File: src/rtl/adc_fmt_pkg.sv
package adc_fmt_pkg;

  // Register word addresses on the plain register port
  localparam int ADDR_W = 2;
  localparam logic [1:0] ADDR_CFG = 2'h0;
  localparam logic [1:0] ADDR_RES_HIGH = 2'h1;
  localparam logic [1:0] ADDR_RES_LOW = 2'h2;

  // Configuration register layout
  localparam int JUSTIFY_BIT = 7;
  localparam int CLKSEL_HI = 6;
  localparam int CLKSEL_LO = 4;
  localparam int REFSEL_HI = 1;
  localparam int REFSEL_LO = 0;
  localparam logic [7:0] CFG_WRITE_MASK = 8'hF3;
  localparam logic [7:0] CFG_RESET = 8'h00;

  // Justification codes
  localparam logic JUSTIFY_LEFT = 1'b0;
  localparam logic JUSTIFY_RIGHT = 1'b1;

  // Positive reference codes
  localparam logic [1:0] REF_SUPPLY = 2'h0;
  localparam logic [1:0] REF_RESERVED = 2'h1;
  localparam logic [1:0] REF_EXT_PIN = 2'h2;
  localparam logic [1:0] REF_FIXED = 2'h3;

  // Conversion clock select codes
  localparam logic [2:0] CLK_DIV2 = 3'h0;
  localparam logic [2:0] CLK_DIV8 = 3'h1;
  localparam logic [2:0] CLK_DIV32 = 3'h2;
  localparam logic [2:0] CLK_RC_A = 3'h3;
  localparam logic [2:0] CLK_DIV4 = 3'h4;
  localparam logic [2:0] CLK_DIV16 = 3'h5;
  localparam logic [2:0] CLK_DIV64 = 3'h6;
  localparam logic [2:0] CLK_RC_B = 3'h7;

  // Divider terminal counts (divisor minus one)
  localparam logic [5:0] TC_DIV2 = 6'h01;
  localparam logic [5:0] TC_DIV4 = 6'h03;
  localparam logic [5:0] TC_DIV8 = 6'h07;
  localparam logic [5:0] TC_DIV16 = 6'h0F;
  localparam logic [5:0] TC_DIV32 = 6'h1F;
  localparam logic [5:0] TC_DIV64 = 6'h3F;
  localparam logic [5:0] CNT_ZERO = 6'h00;

  // Result field positions
  localparam int RES_W = 10;
  localparam logic [7:0] BYTE_ZERO = 8'h00;
  localparam logic [5:0] PAD6 = 6'h00;
  localparam int RES_MSB = 9;
  localparam int RES_LSB = 0;
  localparam int LEFT_HIGH_LSB = 2;
  localparam int LEFT_LOW_MSB = 1;
  localparam int RIGHT_HIGH_LSB = 8;
  localparam int RIGHT_LOW_MSB = 7;

  // Divider counter step
  localparam logic [5:0] CNT_STEP = 6'h01;

endpackage

File: src/rtl/adc_result_format_config.sv
// Local design decisions: the placing of the registers and the address-and-strobe port.
`timescale 1ns/1ps
// Overview of operation
// - Left justify puts result 9:2 in high
// - Left justify puts result 1:0 in low 7:6
// - Right justify puts result 9:8 in high 1:0
// - Reference select: supply, external pin, fixed reference
// - Config bits 3-2 read zero, ignore writes
// - Result bytes unknown at power-up, kept otherwise
// - Result bytes fully software readable and writable
module adc_result_format_config (
  input wire logic clk_in,
  input wire logic rst_in,
  input wire logic [1:0] addr_in,
  input wire logic [7:0] wr_data_in,
  input wire logic wr_en_in,
  input wire logic rd_en_in,
  output logic [7:0] rd_data_out,
  input wire logic [9:0] conversion_result_in,
  input wire logic result_load_in,
  input wire logic dedicated_rc_clock_in,
  output logic [1:0] pos_ref_select_out,
  output logic result_justify_select_out,
  output logic [2:0] conv_clock_select_out,
  output logic conv_clock_tick_out
);

  logic [7:0] cfg_r;
  logic [7:0] cfg_nxt;
  logic [7:0] rd_data_r;
  logic [7:0] rd_data_nxt;
  logic [5:0] div_cnt_r;
  logic [5:0] div_cnt_nxt;
  logic [5:0] div_tc;
  logic tick_r;
  logic tick_nxt;
  logic rc_meta_r;
  logic rc_sync_r;
  logic rc_prev_r;
  logic use_rc;
  logic [7:0] high_q;
  logic [7:0] low_q;
  logic high_we;
  logic low_we;
  logic [7:0] high_wd;
  logic [7:0] low_wd;

  ////////////////////////////////////////////////////////////////////////////
  // Configuration register

  // Unimplemented bits are masked off so they never store a one
  always_comb
  begin
    cfg_nxt = cfg_r;
    if (wr_en_in && addr_in == adc_fmt_pkg::ADDR_CFG)
    begin
      cfg_nxt = wr_data_in & adc_fmt_pkg::CFG_WRITE_MASK;
    end
  end

  always_ff @(posedge clk_in or posedge rst_in)
  begin
    if (rst_in)
    begin
      cfg_r <= adc_fmt_pkg::CFG_RESET;
    end
    else
    begin
      cfg_r <= cfg_nxt;
    end
  end

  ////////////////////////////////////////////////////////////////////////////
  // Result formatting and storage

  // Software write to a byte wins over a converter load in the same cycle
  always_comb
  begin
    high_we = result_load_in;
    low_we = result_load_in;
    if (cfg_r[adc_fmt_pkg::JUSTIFY_BIT] == adc_fmt_pkg::JUSTIFY_LEFT)
    begin
      high_wd = conversion_result_in[adc_fmt_pkg::RES_MSB:adc_fmt_pkg::LEFT_HIGH_LSB];
      low_wd = {conversion_result_in[adc_fmt_pkg::LEFT_LOW_MSB:adc_fmt_pkg::RES_LSB],
        adc_fmt_pkg::PAD6};
    end
    else
    begin
      high_wd = {adc_fmt_pkg::PAD6,
        conversion_result_in[adc_fmt_pkg::RES_MSB:adc_fmt_pkg::RIGHT_HIGH_LSB]};
      low_wd = conversion_result_in[adc_fmt_pkg::RIGHT_LOW_MSB:adc_fmt_pkg::RES_LSB];
    end
    if (wr_en_in && addr_in == adc_fmt_pkg::ADDR_RES_HIGH)
    begin
      high_we = 1'b1;
      high_wd = wr_data_in;
    end
    if (wr_en_in && addr_in == adc_fmt_pkg::ADDR_RES_LOW)
    begin
      low_we = 1'b1;
      low_wd = wr_data_in;
    end
  end

  adc_result_store u_store (
    .clk_in(clk_in),
    .high_we_in(high_we),
    .high_wd_in(high_wd),
    .low_we_in(low_we),
    .low_wd_in(low_wd),
    .high_q_out(high_q),
    .low_q_out(low_q)
  );

  ////////////////////////////////////////////////////////////////////////////
  // Read port: data valid only in the cycle after the strobe

  always_comb
  begin
    rd_data_nxt = adc_fmt_pkg::BYTE_ZERO;
    if (rd_en_in)
    begin
      case (addr_in)
        adc_fmt_pkg::ADDR_CFG: rd_data_nxt = cfg_r;
        adc_fmt_pkg::ADDR_RES_HIGH: rd_data_nxt = high_q;
        adc_fmt_pkg::ADDR_RES_LOW: rd_data_nxt = low_q;
        default: rd_data_nxt = adc_fmt_pkg::BYTE_ZERO;
      endcase
    end
  end

  always_ff @(posedge clk_in or posedge rst_in)
  begin
    if (rst_in)
    begin
      rd_data_r <= adc_fmt_pkg::BYTE_ZERO;
    end
    else
    begin
      rd_data_r <= rd_data_nxt;
    end
  end

  ////////////////////////////////////////////////////////////////////////////
  // Conversion clock: divider enable or synchronised RC clock edge

  // RC clock is asynchronous; first stage feeds only the second
  always_ff @(posedge clk_in or posedge rst_in)
  begin
    if (rst_in)
    begin
      rc_meta_r <= 1'b0;
      rc_sync_r <= 1'b0;
      rc_prev_r <= 1'b0;
    end
    else
    begin
      rc_meta_r <= dedicated_rc_clock_in;
      rc_sync_r <= rc_meta_r;
      rc_prev_r <= rc_sync_r;
    end
  end

  // Map select code to divider terminal count
  always_comb
  begin
    use_rc = 1'b0;
    case (cfg_r[adc_fmt_pkg::CLKSEL_HI:adc_fmt_pkg::CLKSEL_LO])
      adc_fmt_pkg::CLK_DIV2: div_tc = adc_fmt_pkg::TC_DIV2;
      adc_fmt_pkg::CLK_DIV4: div_tc = adc_fmt_pkg::TC_DIV4;
      adc_fmt_pkg::CLK_DIV8: div_tc = adc_fmt_pkg::TC_DIV8;
      adc_fmt_pkg::CLK_DIV16: div_tc = adc_fmt_pkg::TC_DIV16;
      adc_fmt_pkg::CLK_DIV32: div_tc = adc_fmt_pkg::TC_DIV32;
      adc_fmt_pkg::CLK_DIV64: div_tc = adc_fmt_pkg::TC_DIV64;
      default:
      begin
        div_tc = adc_fmt_pkg::TC_DIV2;
        use_rc = 1'b1;
      end
    endcase
  end

  // Counter restarts when it passes a lowered terminal count
  always_comb
  begin
    div_cnt_nxt = div_cnt_r + adc_fmt_pkg::CNT_STEP;
    tick_nxt = 1'b0;
    if (use_rc)
    begin
      div_cnt_nxt = adc_fmt_pkg::CNT_ZERO;
      tick_nxt = rc_sync_r & ~rc_prev_r;
    end
    else if (div_cnt_r >= div_tc)
    begin
      div_cnt_nxt = adc_fmt_pkg::CNT_ZERO;
      tick_nxt = 1'b1;
    end
  end

  always_ff @(posedge clk_in or posedge rst_in)
  begin
    if (rst_in)
    begin
      div_cnt_r <= adc_fmt_pkg::CNT_ZERO;
      tick_r <= 1'b0;
    end
    else
    begin
      div_cnt_r <= div_cnt_nxt;
      tick_r <= tick_nxt;
    end
  end

  ////////////////////////////////////////////////////////////////////////////
  // Outputs; reserved reference code 01 is passed through unchanged

  assign rd_data_out = rd_data_r;
  assign pos_ref_select_out = cfg_r[adc_fmt_pkg::REFSEL_HI:adc_fmt_pkg::REFSEL_LO];
  assign result_justify_select_out = cfg_r[adc_fmt_pkg::JUSTIFY_BIT];
  assign conv_clock_select_out = cfg_r[adc_fmt_pkg::CLKSEL_HI:adc_fmt_pkg::CLKSEL_LO];
  assign conv_clock_tick_out = tick_r;

endmodule

File: src/rtl/adc_result_store.sv
`timescale 1ns/1ps
// Two result bytes; no reset so contents survive warm resets
module adc_result_store (
  input wire logic clk_in,
  input wire logic high_we_in,
  input wire logic [7:0] high_wd_in,
  input wire logic low_we_in,
  input wire logic [7:0] low_wd_in,
  output logic [7:0] high_q_out,
  output logic [7:0] low_q_out
);

  logic [7:0] high_r;
  logic [7:0] high_nxt;
  logic [7:0] low_r;
  logic [7:0] low_nxt;

  // Next values: a write replaces the whole byte
  always_comb
  begin
    high_nxt = high_we_in ? high_wd_in : high_r;
    low_nxt = low_we_in ? low_wd_in : low_r;
  end

  // Deliberately unreset: power-up value is unknown, warm reset keeps it
  always_ff @(posedge clk_in)
  begin
    high_r <= high_nxt;
    low_r <= low_nxt;
  end

  assign high_q_out = high_r;
  assign low_q_out = low_r;

endmodule

File: config.mk
export PLATFORM = sky130hd
export DESIGN_NAME = adc_result_format_config
export DESIGN_NICKNAME = d
export VERILOG_FILES = /design/src/rtl/adc_fmt_pkg.sv /design/src/rtl/adc_result_format_config.sv /design/src/rtl/adc_result_store.sv
export SDC_FILE = /design/constraint.sdc
export NUM_CORES = 1
export LEC_CHECK = 0
export ABC_AREA = 1
export ABC_CLOCK_PERIOD_IN_PS = 1700
export BUFFER_PORTS_ARGS = -buffer_cell sky130_fd_sc_hd__clkbuf_2
export CORE_ASPECT_RATIO = 1.5
export CORE_MARGIN = 5
export CORE_UTILIZATION = 49
export DETAILED_ROUTE_END_ITERATION = 8
export PLACE_DENSITY = 0.75
export SLEW_MARGIN = 20
export SYNTH_ARGS = -nofsm -noshare
export SYNTH_HDL_FRONTEND = slang
export SYNTH_SLANG_ARGS = --single-unit
File: constraint.sdc
create_clock -name clk_in -period 1.7 [get_ports clk_in]
set_clock_uncertainty 0.1 [all_clocks]
set_input_delay 0.17 -clock clk_in [delete_from_list [all_inputs] [get_ports clk_in]]
set_output_delay 0.17 -clock clk_in [all_outputs]
set_load 0.05 [all_outputs]
==> reports/summary.txt, run 1 <==
Status - finished with violations
Violations in the final reports - setup timing
Area share of the largest cell type after synthesis - 30.2%
Most common cell after layout, fill and taps aside - sky130_fd_sc_hd__nand2_1
Buf+Inv Stages, Crit Path - 1
Number of nets still failing antenna checks after routing - 0
Vias in the first global route - 1516
Synth Area per Inst - 9.01 sq um
Worst min path class - primary input to flip-flop
Layout cell share with drive strength beyond 1 - 34.5%
Starting DRC count in detailed routing - 29
Slowest stage cell on the critical path - sky130_fd_sc_hd__dfrtp_2
Worst setup path category - flip-flop to flip-flop
Ranking of synthesized cells by area - sky130_fd_sc_hd__dfrtp_1 (30%), sky130_fd_sc_hd__edfxtp_1 (24%), sky130_fd_sc_hd__nand2_1 (12%), sky130_fd_sc_hd__o21ai_2 (5.3%), sky130_fd_sc_hd__inv_1 (5.1%)
Clock latency reported for the late side of the worst-skew pair - 0.29 ns
Fillers - 354
Buffer depth of the longest clock path - 2
Maximum clock frequency - 0.579 GHz
Sequential fraction of the synthesis area - 54.3%
Kind of start point of the critical path - flip-flop
GPL Wtd Cong - 0.837
Summed negative setup slack over all endpoints - -0.0549 ns
Number of clock sinks - 40
Ratio of routed vias to standard cells - 4.96
Via count - 1587
Power density over the cells - 1130 nW/um^2
Rel. slew slack - 70.3%
Slowest stage delay, CP - 0.46 ns
Number of max-capacitance violations reported - 0
Worst voltage drop across the vdd grid - 0.907 mV
Site row count - 28
Share of the core filled with cells - 61.6%
Final layout net count - 306
Number of port buffers - 40
Initial cell density of the core - 50.3%
Routed wire length - 3.99 mm
Clock-pin slew of the registers on the worst-case setup and hold paths - 0.07 ns
Overflow left after global routing - 0
Detailed-placement wirelength estimate - 3.15 mm
Setup repair after global routing missed its margin - true
Most frequent cells in the layout - sky130_fd_sc_hd__nand2_1 (61), sky130_fd_sc_hd__clkbuf_2 (40), sky130_fd_sc_hd__inv_1 (24), sky130_fd_sc_hd__dfrtp_1 (22), sky130_fd_sc_hd__nand3_1 (20)
Setup violators final - 2
Final clock period utilization by the worst path - 102%
Total core area - 3960 sq um
Initial antenna violation count - 0
Largest delay share family, worst path - simple AND/OR/NAND/NOR gates
Static leakage - 1.27 nW
Largest net degree at the start of global routing - 25
Net count after synthesis - 253
Post-synthesis instance total - 221
Number of different library cells in the post-synthesis netlist - 22
DRC violations left - 0
Global-route wire length before repair - 6.81 mm
I/O pins - 41
Hold Vio Cnt, Final - 0
Data arrival time of the critical path - 1.86 ns
H-tree depth reported by CTS - 2
Synth Register Bits - 40
Diode count - 0
Ys Warns - 0
Required time worst endpoint - 1.83 ns
Post-layout min period - 1.73 ns
Cell breakdown of the critical path - inv_2 > nand2_2 > nand2_4 > o21ai_2 > ha_1 > nand2_1 > nor2_2 > a21oi_2 > nand2_4 > nor2_2
CTS buffer count - 5
Post-synth top area cell - sky130_fd_sc_hd__dfrtp_1
Routed wire per std cell - 12.5 um
Synthesis-to-layout area growth - 22.4%
Post-synthesis instance area - 1990 sq um
Post-route setup slack - -0.0281 ns
Horizontal extent of the die - 62.0 um
Full die area - 5460 sq um
Critical Path End Type - flip-flop
Number of slew-limit violations in the final report - 0
Overall track demand over capacity in global routing - 17.1%
Clock root buffer - sky130_fd_sc_hd__clkbuf_8
Max FO, Critical Path - 6
TritonCTS clock tree - done
Vertical die dimension - 88.1 um
Actual slew at the worst max-slew pin - 0.446 ns
Total iterations of the first detailed-routing run - 5
==> synthesized netlist by cell type <==
library cell / instances
sky130_fd_sc_hd__nand2_1: 66
sky130_fd_sc_hd__inv_1: 27
sky130_fd_sc_hd__dfrtp_1: 24
sky130_fd_sc_hd__nand3_1: 20
sky130_fd_sc_hd__edfxtp_1: 16
sky130_fd_sc_hd__nor2_1: 13
sky130_fd_sc_hd__o21ai_2: 12
sky130_fd_sc_hd__o21ai_1: 7
sky130_fd_sc_hd__a21oi_1: 6
sky130_fd_sc_hd__ha_1: 6
sky130_fd_sc_hd__inv_2: 5
sky130_fd_sc_hd__a31oi_1: 4
sky130_fd_sc_hd__buf_6: 2
sky130_fd_sc_hd__clkinv_1: 2
sky130_fd_sc_hd__nand2_4: 2
sky130_fd_sc_hd__nor2_4: 2
sky130_fd_sc_hd__xor2_1: 2
sky130_fd_sc_hd__buf_2: 1
sky130_fd_sc_hd__clkbuf_1: 1
sky130_fd_sc_hd__nand4_1: 1
sky130_fd_sc_hd__nor2_2: 1
sky130_fd_sc_hd__xnor2_1: 1
==> power by group <==
group | internal, mW | switching, mW
combinational | 0.301 | 0.581
sequential | 1.15 | 0.117
clock | 0.288 | 0.304
==> final timing paths <==
path,start,to,slack [ns],cells after the start
setup / recovery,cfg_r[5],div_cnt_r[1],-0.03,10
hold / removal,wr_data_in[6],cfg_r[6],0.07,3
setup reg to reg,cfg_r[5],div_cnt_r[1],-0.03,10
hold reg to reg,rc_meta_r,rc_sync_r,0.25,0
max in group asynchronous,rst_in,cfg_r[5],0.90,4
min in group asynchronous,rst_in,div_cnt_r[4],0.35,4
==> metal layers <==
layer  global-route usage, %  vias up  share of wire, %
met1                    17.4      726                37
met5                       0        -                 0
met4                    7.14        0               2.3
met3                    5.16        7               5.0
li1                        -      817                 -
met2                    30.8       37                56
==> through the flow <==
step                total power, mW  instance area (sq um)  setup WS [ns]  hold WS (ns)  std cells
finish                         2.74                   2440        -0.0281        0.0700        320
global route                   2.94                   2440         -0.149        0.0630        320
CTS                            2.67                   2380        0.00179        0.0628        318
detailed placement             2.06                   2270        0.00327         0.118        307
global placement               2.03                   2270         0.0601         0.106        307
floorplan                      1.85                   2010       -0.00204        0.0845        221
==> final cells by class <==
cell class                      count  area, sq um  area share (%)
Sequential cell                    40         1080            44.5
Inverter                           34          128            5.24
Timing Repair Buffer               50          280            11.5
Clock inverter                      1         5.00           0.205
Multi-Input combinational cell    143          808            33.2
Clock buffer                        7         76.3            3.13
Tap cell                           45         56.3            2.31
==> worst register-to-register path, cell delays in order, from the launching register on <==
cell and delay [ns]:
sky130_fd_sc_hd__dfrtp_2 0.46, sky130_fd_sc_hd__inv_2 0.08, sky130_fd_sc_hd__nand2_2 0.06, sky130_fd_sc_hd__nand2_4 0.07, sky130_fd_sc_hd__o21ai_2 0.05, sky130_fd_sc_hd__ha_1 0.31, sky130_fd_sc_hd__nand2_1 0.08, sky130_fd_sc_hd__nor2_2 0.05
sky130_fd_sc_hd__a21oi_2 0.17, sky130_fd_sc_hd__nand2_4 0.11, sky130_fd_sc_hd__nor2_2 0.12
==> sequential cells by signal (all words and copies together) (netlist names) <==
name / cells
rc_meta_r: 1
cfg_r: 6
u_store.high_q_out: 8
rc_prev_r: 1
u_store.low_q_out: 8
rc_sync_r: 1
div_cnt_r: 6
rd_data_out: 8
conv_clock_tick_out: 1
==> cell families after synthesis <==
group | share of synthesized area [%]
adder cells (fa/ha/maj) | 3.77
flip-flops | 54.3
AND/OR/NAND/NOR | 22.8
buffers and inverters | 7.98
XOR/XNOR | 1.32
AO/OA/AOI/OAI | 9.80
==> timing repair <==
| action | 4_1_cts | 5_1_grt |
|---|---|---|
| gates resized for setup | 0 | 14 |
| endpoints found under the setup margin | 6 | 7 |
| hold buffers | 2 | 0 |
| buffers inserted | 1 | 2 |
| endpoints found under the hold margin | 25 | 0 |
| pin swaps | 0 | 8 |
(Power assumes the default switching activity.)
==> inputs of run 2 (changes only) <==
- PLACE_DENSITY: 0.75 -> unset
- PLACE_DENSITY_LB_ADDON: unset -> 0.1
- SKIP_LAST_GASP: unset -> 1
==> run 2 against run 1 <==
  * The run still ends with setup timing left
  * Final cell count grew 0.63%
  * First-iteration DRC count grew to 2.6 times the previous value
  * Die area is the same
  * Global-route usage grew 0.38 points
  * Critical path depth is the same
  * Non-clock buffer count grew 2
  * Combinational power shrank 2%
  * Utilization grew 1.6 points
  * Sequential power is essentially flat
  * Via count shrank 0.63%
  * Critical endpoint is now div_cnt_r[2]
  * Largest power group unchanged
==> reports/summary.txt, run 2 (synthesized netlist as in run 1, its figures left out) <==
Vias in the first global route - 1629 (was 1516)
Hold Vio Cnt, Final - 0 (unchanged)
Most common cell after layout, fill and taps aside - sky130_fd_sc_hd__nand2_1 (unchanged)
Clock-pin slew of the registers on the worst-case setup and hold paths - 0.07 ns (about the same)
Launch instance of the worst min-delay path - wr_data_in[7] (was wr_data_in[6])
Setup violators final - 1 (was 2)
Worst voltage drop across the vdd grid - 0.798 mV (was 0.907 mV)
Number of slew-limit violations in the final report - 0 (unchanged)
Power after layout - 2.96 mW (was 2.74 mW)
Initial antenna violation count - 0 (unchanged)
Horizontal extent of the die - 62.0 um (unchanged)
Source of the critical timing path - cfg_r[4] (was cfg_r[5])
Vertical die dimension - 88.1 um (unchanged)
CTS buffer count - 5 (unchanged)
Initial cell density of the core - 50.3% (unchanged)
Buffer depth of the longest clock path - 2 (unchanged)
Static leakage - 1.30 nW (was 1.27 nW)
Synthesis-to-layout area growth - 25.6% (was 22.4%)
Most frequent cells in the layout - sky130_fd_sc_hd__nand2_1 (60), sky130_fd_sc_hd__clkbuf_2 (40), sky130_fd_sc_hd__inv_1 (24), sky130_fd_sc_hd__dfrtp_1 (22), sky130_fd_sc_hd__nand3_1 (20) (was sky130_fd_sc_hd__nand2_1 (61), sky130_fd_sc_hd__clkbuf_2 (40), sky130_fd_sc_hd__inv_1 (24), sky130_fd_sc_hd__dfrtp_1 (22), sky130_fd_sc_hd__nand3_1 (20))
Number of max-capacitance violations reported - 0 (unchanged)
Final clock period utilization by the worst path - 100% (was 102%)
TritonCTS clock tree - done (unchanged)
Clock latency reported for the late side of the worst-skew pair - 0.29 ns (about the same)
Required time worst endpoint - 1.83 ns (about the same)
Via count - 1577 (was 1587)
Number of nets still failing antenna checks after routing - 0 (unchanged)
Status - finished with violations (unchanged)
Actual slew at the worst max-slew pin - 0.588 ns (was 0.446 ns)
Clock root buffer - sky130_fd_sc_hd__clkbuf_8 (unchanged)
Starting DRC count in detailed routing - 74 (was 29)
Max FO, Critical Path - 6 (unchanged)
Kind of start point of the critical path - flip-flop (unchanged)
H-tree depth reported by CTS - 2 (unchanged)
GPL Wtd Cong - 0.844 (was 0.837)
Worst setup path category - flip-flop to flip-flop (unchanged)
Overall track demand over capacity in global routing - 17.4% (was 17.1%)
Total core area - 3960 sq um (unchanged)
Site row count - 28 (unchanged)
Rel. slew slack - 60.7% (was 70.3%)
Ratio of routed vias to standard cells - 4.90 (was 4.96)
Number of clock sinks - 40 (unchanged)
Post-route worst hold slack - 0.0650 ns (was 0.0700 ns)
Critical Path End Type - flip-flop (unchanged)
DRC violations left - 0 (unchanged)
Global-route wire length before repair - 7.04 mm (was 6.81 mm)
Routed wire length - 4.10 mm (was 3.99 mm)
Maximum clock frequency - 0.586 GHz (was 0.579 GHz)
Violations in the final reports - setup timing (unchanged)
Final layout net count - 308 (was 306)
Cell total after placement - 309 (was 307)
I/O pins - 41 (unchanged)
Worst min path class - primary input to flip-flop (unchanged)
Setup slack at placement - 0.0115 ns (was 0.00327 ns)
Layout cell share with drive strength beyond 1 - 35.4% (was 34.5%)
Overflow left after global routing - 0 (unchanged)
Diode count - 0 (unchanged)
Reg-to-reg startpoint - cfg_r[4] (was cfg_r[5])
Post-route setup slack - -0.00663 ns (was -0.0281 ns)
Final non-filler cell total - 322 (was 320)
Post-layout min period - 1.71 ns (was 1.73 ns)
Setup repair after global routing missed its margin - true (unchanged)
Detailed-placement wirelength estimate - 3.29 mm (was 3.15 mm)
Full die area - 5460 sq um (unchanged)
Power density over the cells - 1180 nW/um^2 (was 1130 nW/um^2)
Routed wire per std cell - 12.7 um (was 12.5 um)
Total iterations of the first detailed-routing run - 4 (was 5)
Data arrival time of the critical path - 1.83 ns (was 1.86 ns)
Largest net degree at the start of global routing - 18 (was 25)
Number of port buffers - 40 (unchanged)
## run 2: report_power, final
part,switching [mW],internal (mW)
logic,0.567,0.297
clock network,0.312,0.518
registers,0.115,1.15
## run 2: routing by layer
layer / part of all wire, % / up-vias / track usage [%]
met5: 0 / - / 0
met4: 1.4 / 0 / 6.18
met3: 4.7 / 8 / 4.13
met2: 57 / 36 / 32.7
met1: 37 / 714 / 17.7
li1: - / 819 / -
## run 2: area by class of cell
type | instances | area [sq um]
Tap cell | 45 | 56.3
Clock buffer | 7 | 96.3
Sequential cell | 40 | 1080
Timing Repair Buffer | 52 | 295
Clock inverter | 1 | 30.0
Fill cell | 349 | 1460
Inverter | 34 | 128
Multi-Input combinational cell | 143 | 811
## run 2: critical path, cell delays in order (launching register included)
cell                      delay [ns]
sky130_fd_sc_hd__dfrtp_2        0.44
sky130_fd_sc_hd__inv_2          0.08
sky130_fd_sc_hd__nand2_4        0.06
sky130_fd_sc_hd__nand2_4        0.08
sky130_fd_sc_hd__o21ai_2        0.05
sky130_fd_sc_hd__ha_1           0.31
sky130_fd_sc_hd__nand2_1        0.08
sky130_fd_sc_hd__nor2_2         0.05
sky130_fd_sc_hd__a21oi_2        0.21
sky130_fd_sc_hd__nand2_4        0.10
sky130_fd_sc_hd__nor2_2         0.10
## run 2: stage by stage
stage          setup TNS, ns  area (sq um)  utilization [%]
2_1_floorplan       -0.00204          2010                -
3_3_place_gp               0          2280             57.7
3_5_place_dp               0          2280             57.7
4_1_cts                    0          2430             61.4
5_1_grt               -0.601          2500             63.1
6_report            -0.00663          2500             63.1
## run 2: path summary, 6_finish.rpt
check | endpoint | slack (ns) | cells past startpoint
hold reg to reg | rc_sync_r | 0.26 | 0
hold / removal | cfg_r[7] | 0.07 | 3
setup / recovery | div_cnt_r[2] | -0.007 | 10
min in group asynchronous | rd_data_out[2] | 0.38 | 3
max in group asynchronous | div_cnt_r[1] | 0.60 | 4
setup reg to reg | div_cnt_r[2] | -0.007 | 10
## run 2: timing repair
| item | in CTS | in global routing |
|---|---|---|
| setup endpoints to repair | 0 | 7 |
| gates resized for setup | 0 | 12 |
| endpoints found under the hold margin | 15 | 0 |
| buffers inserted | 0 | 3 |
| hold buffers | 2 | 0 |
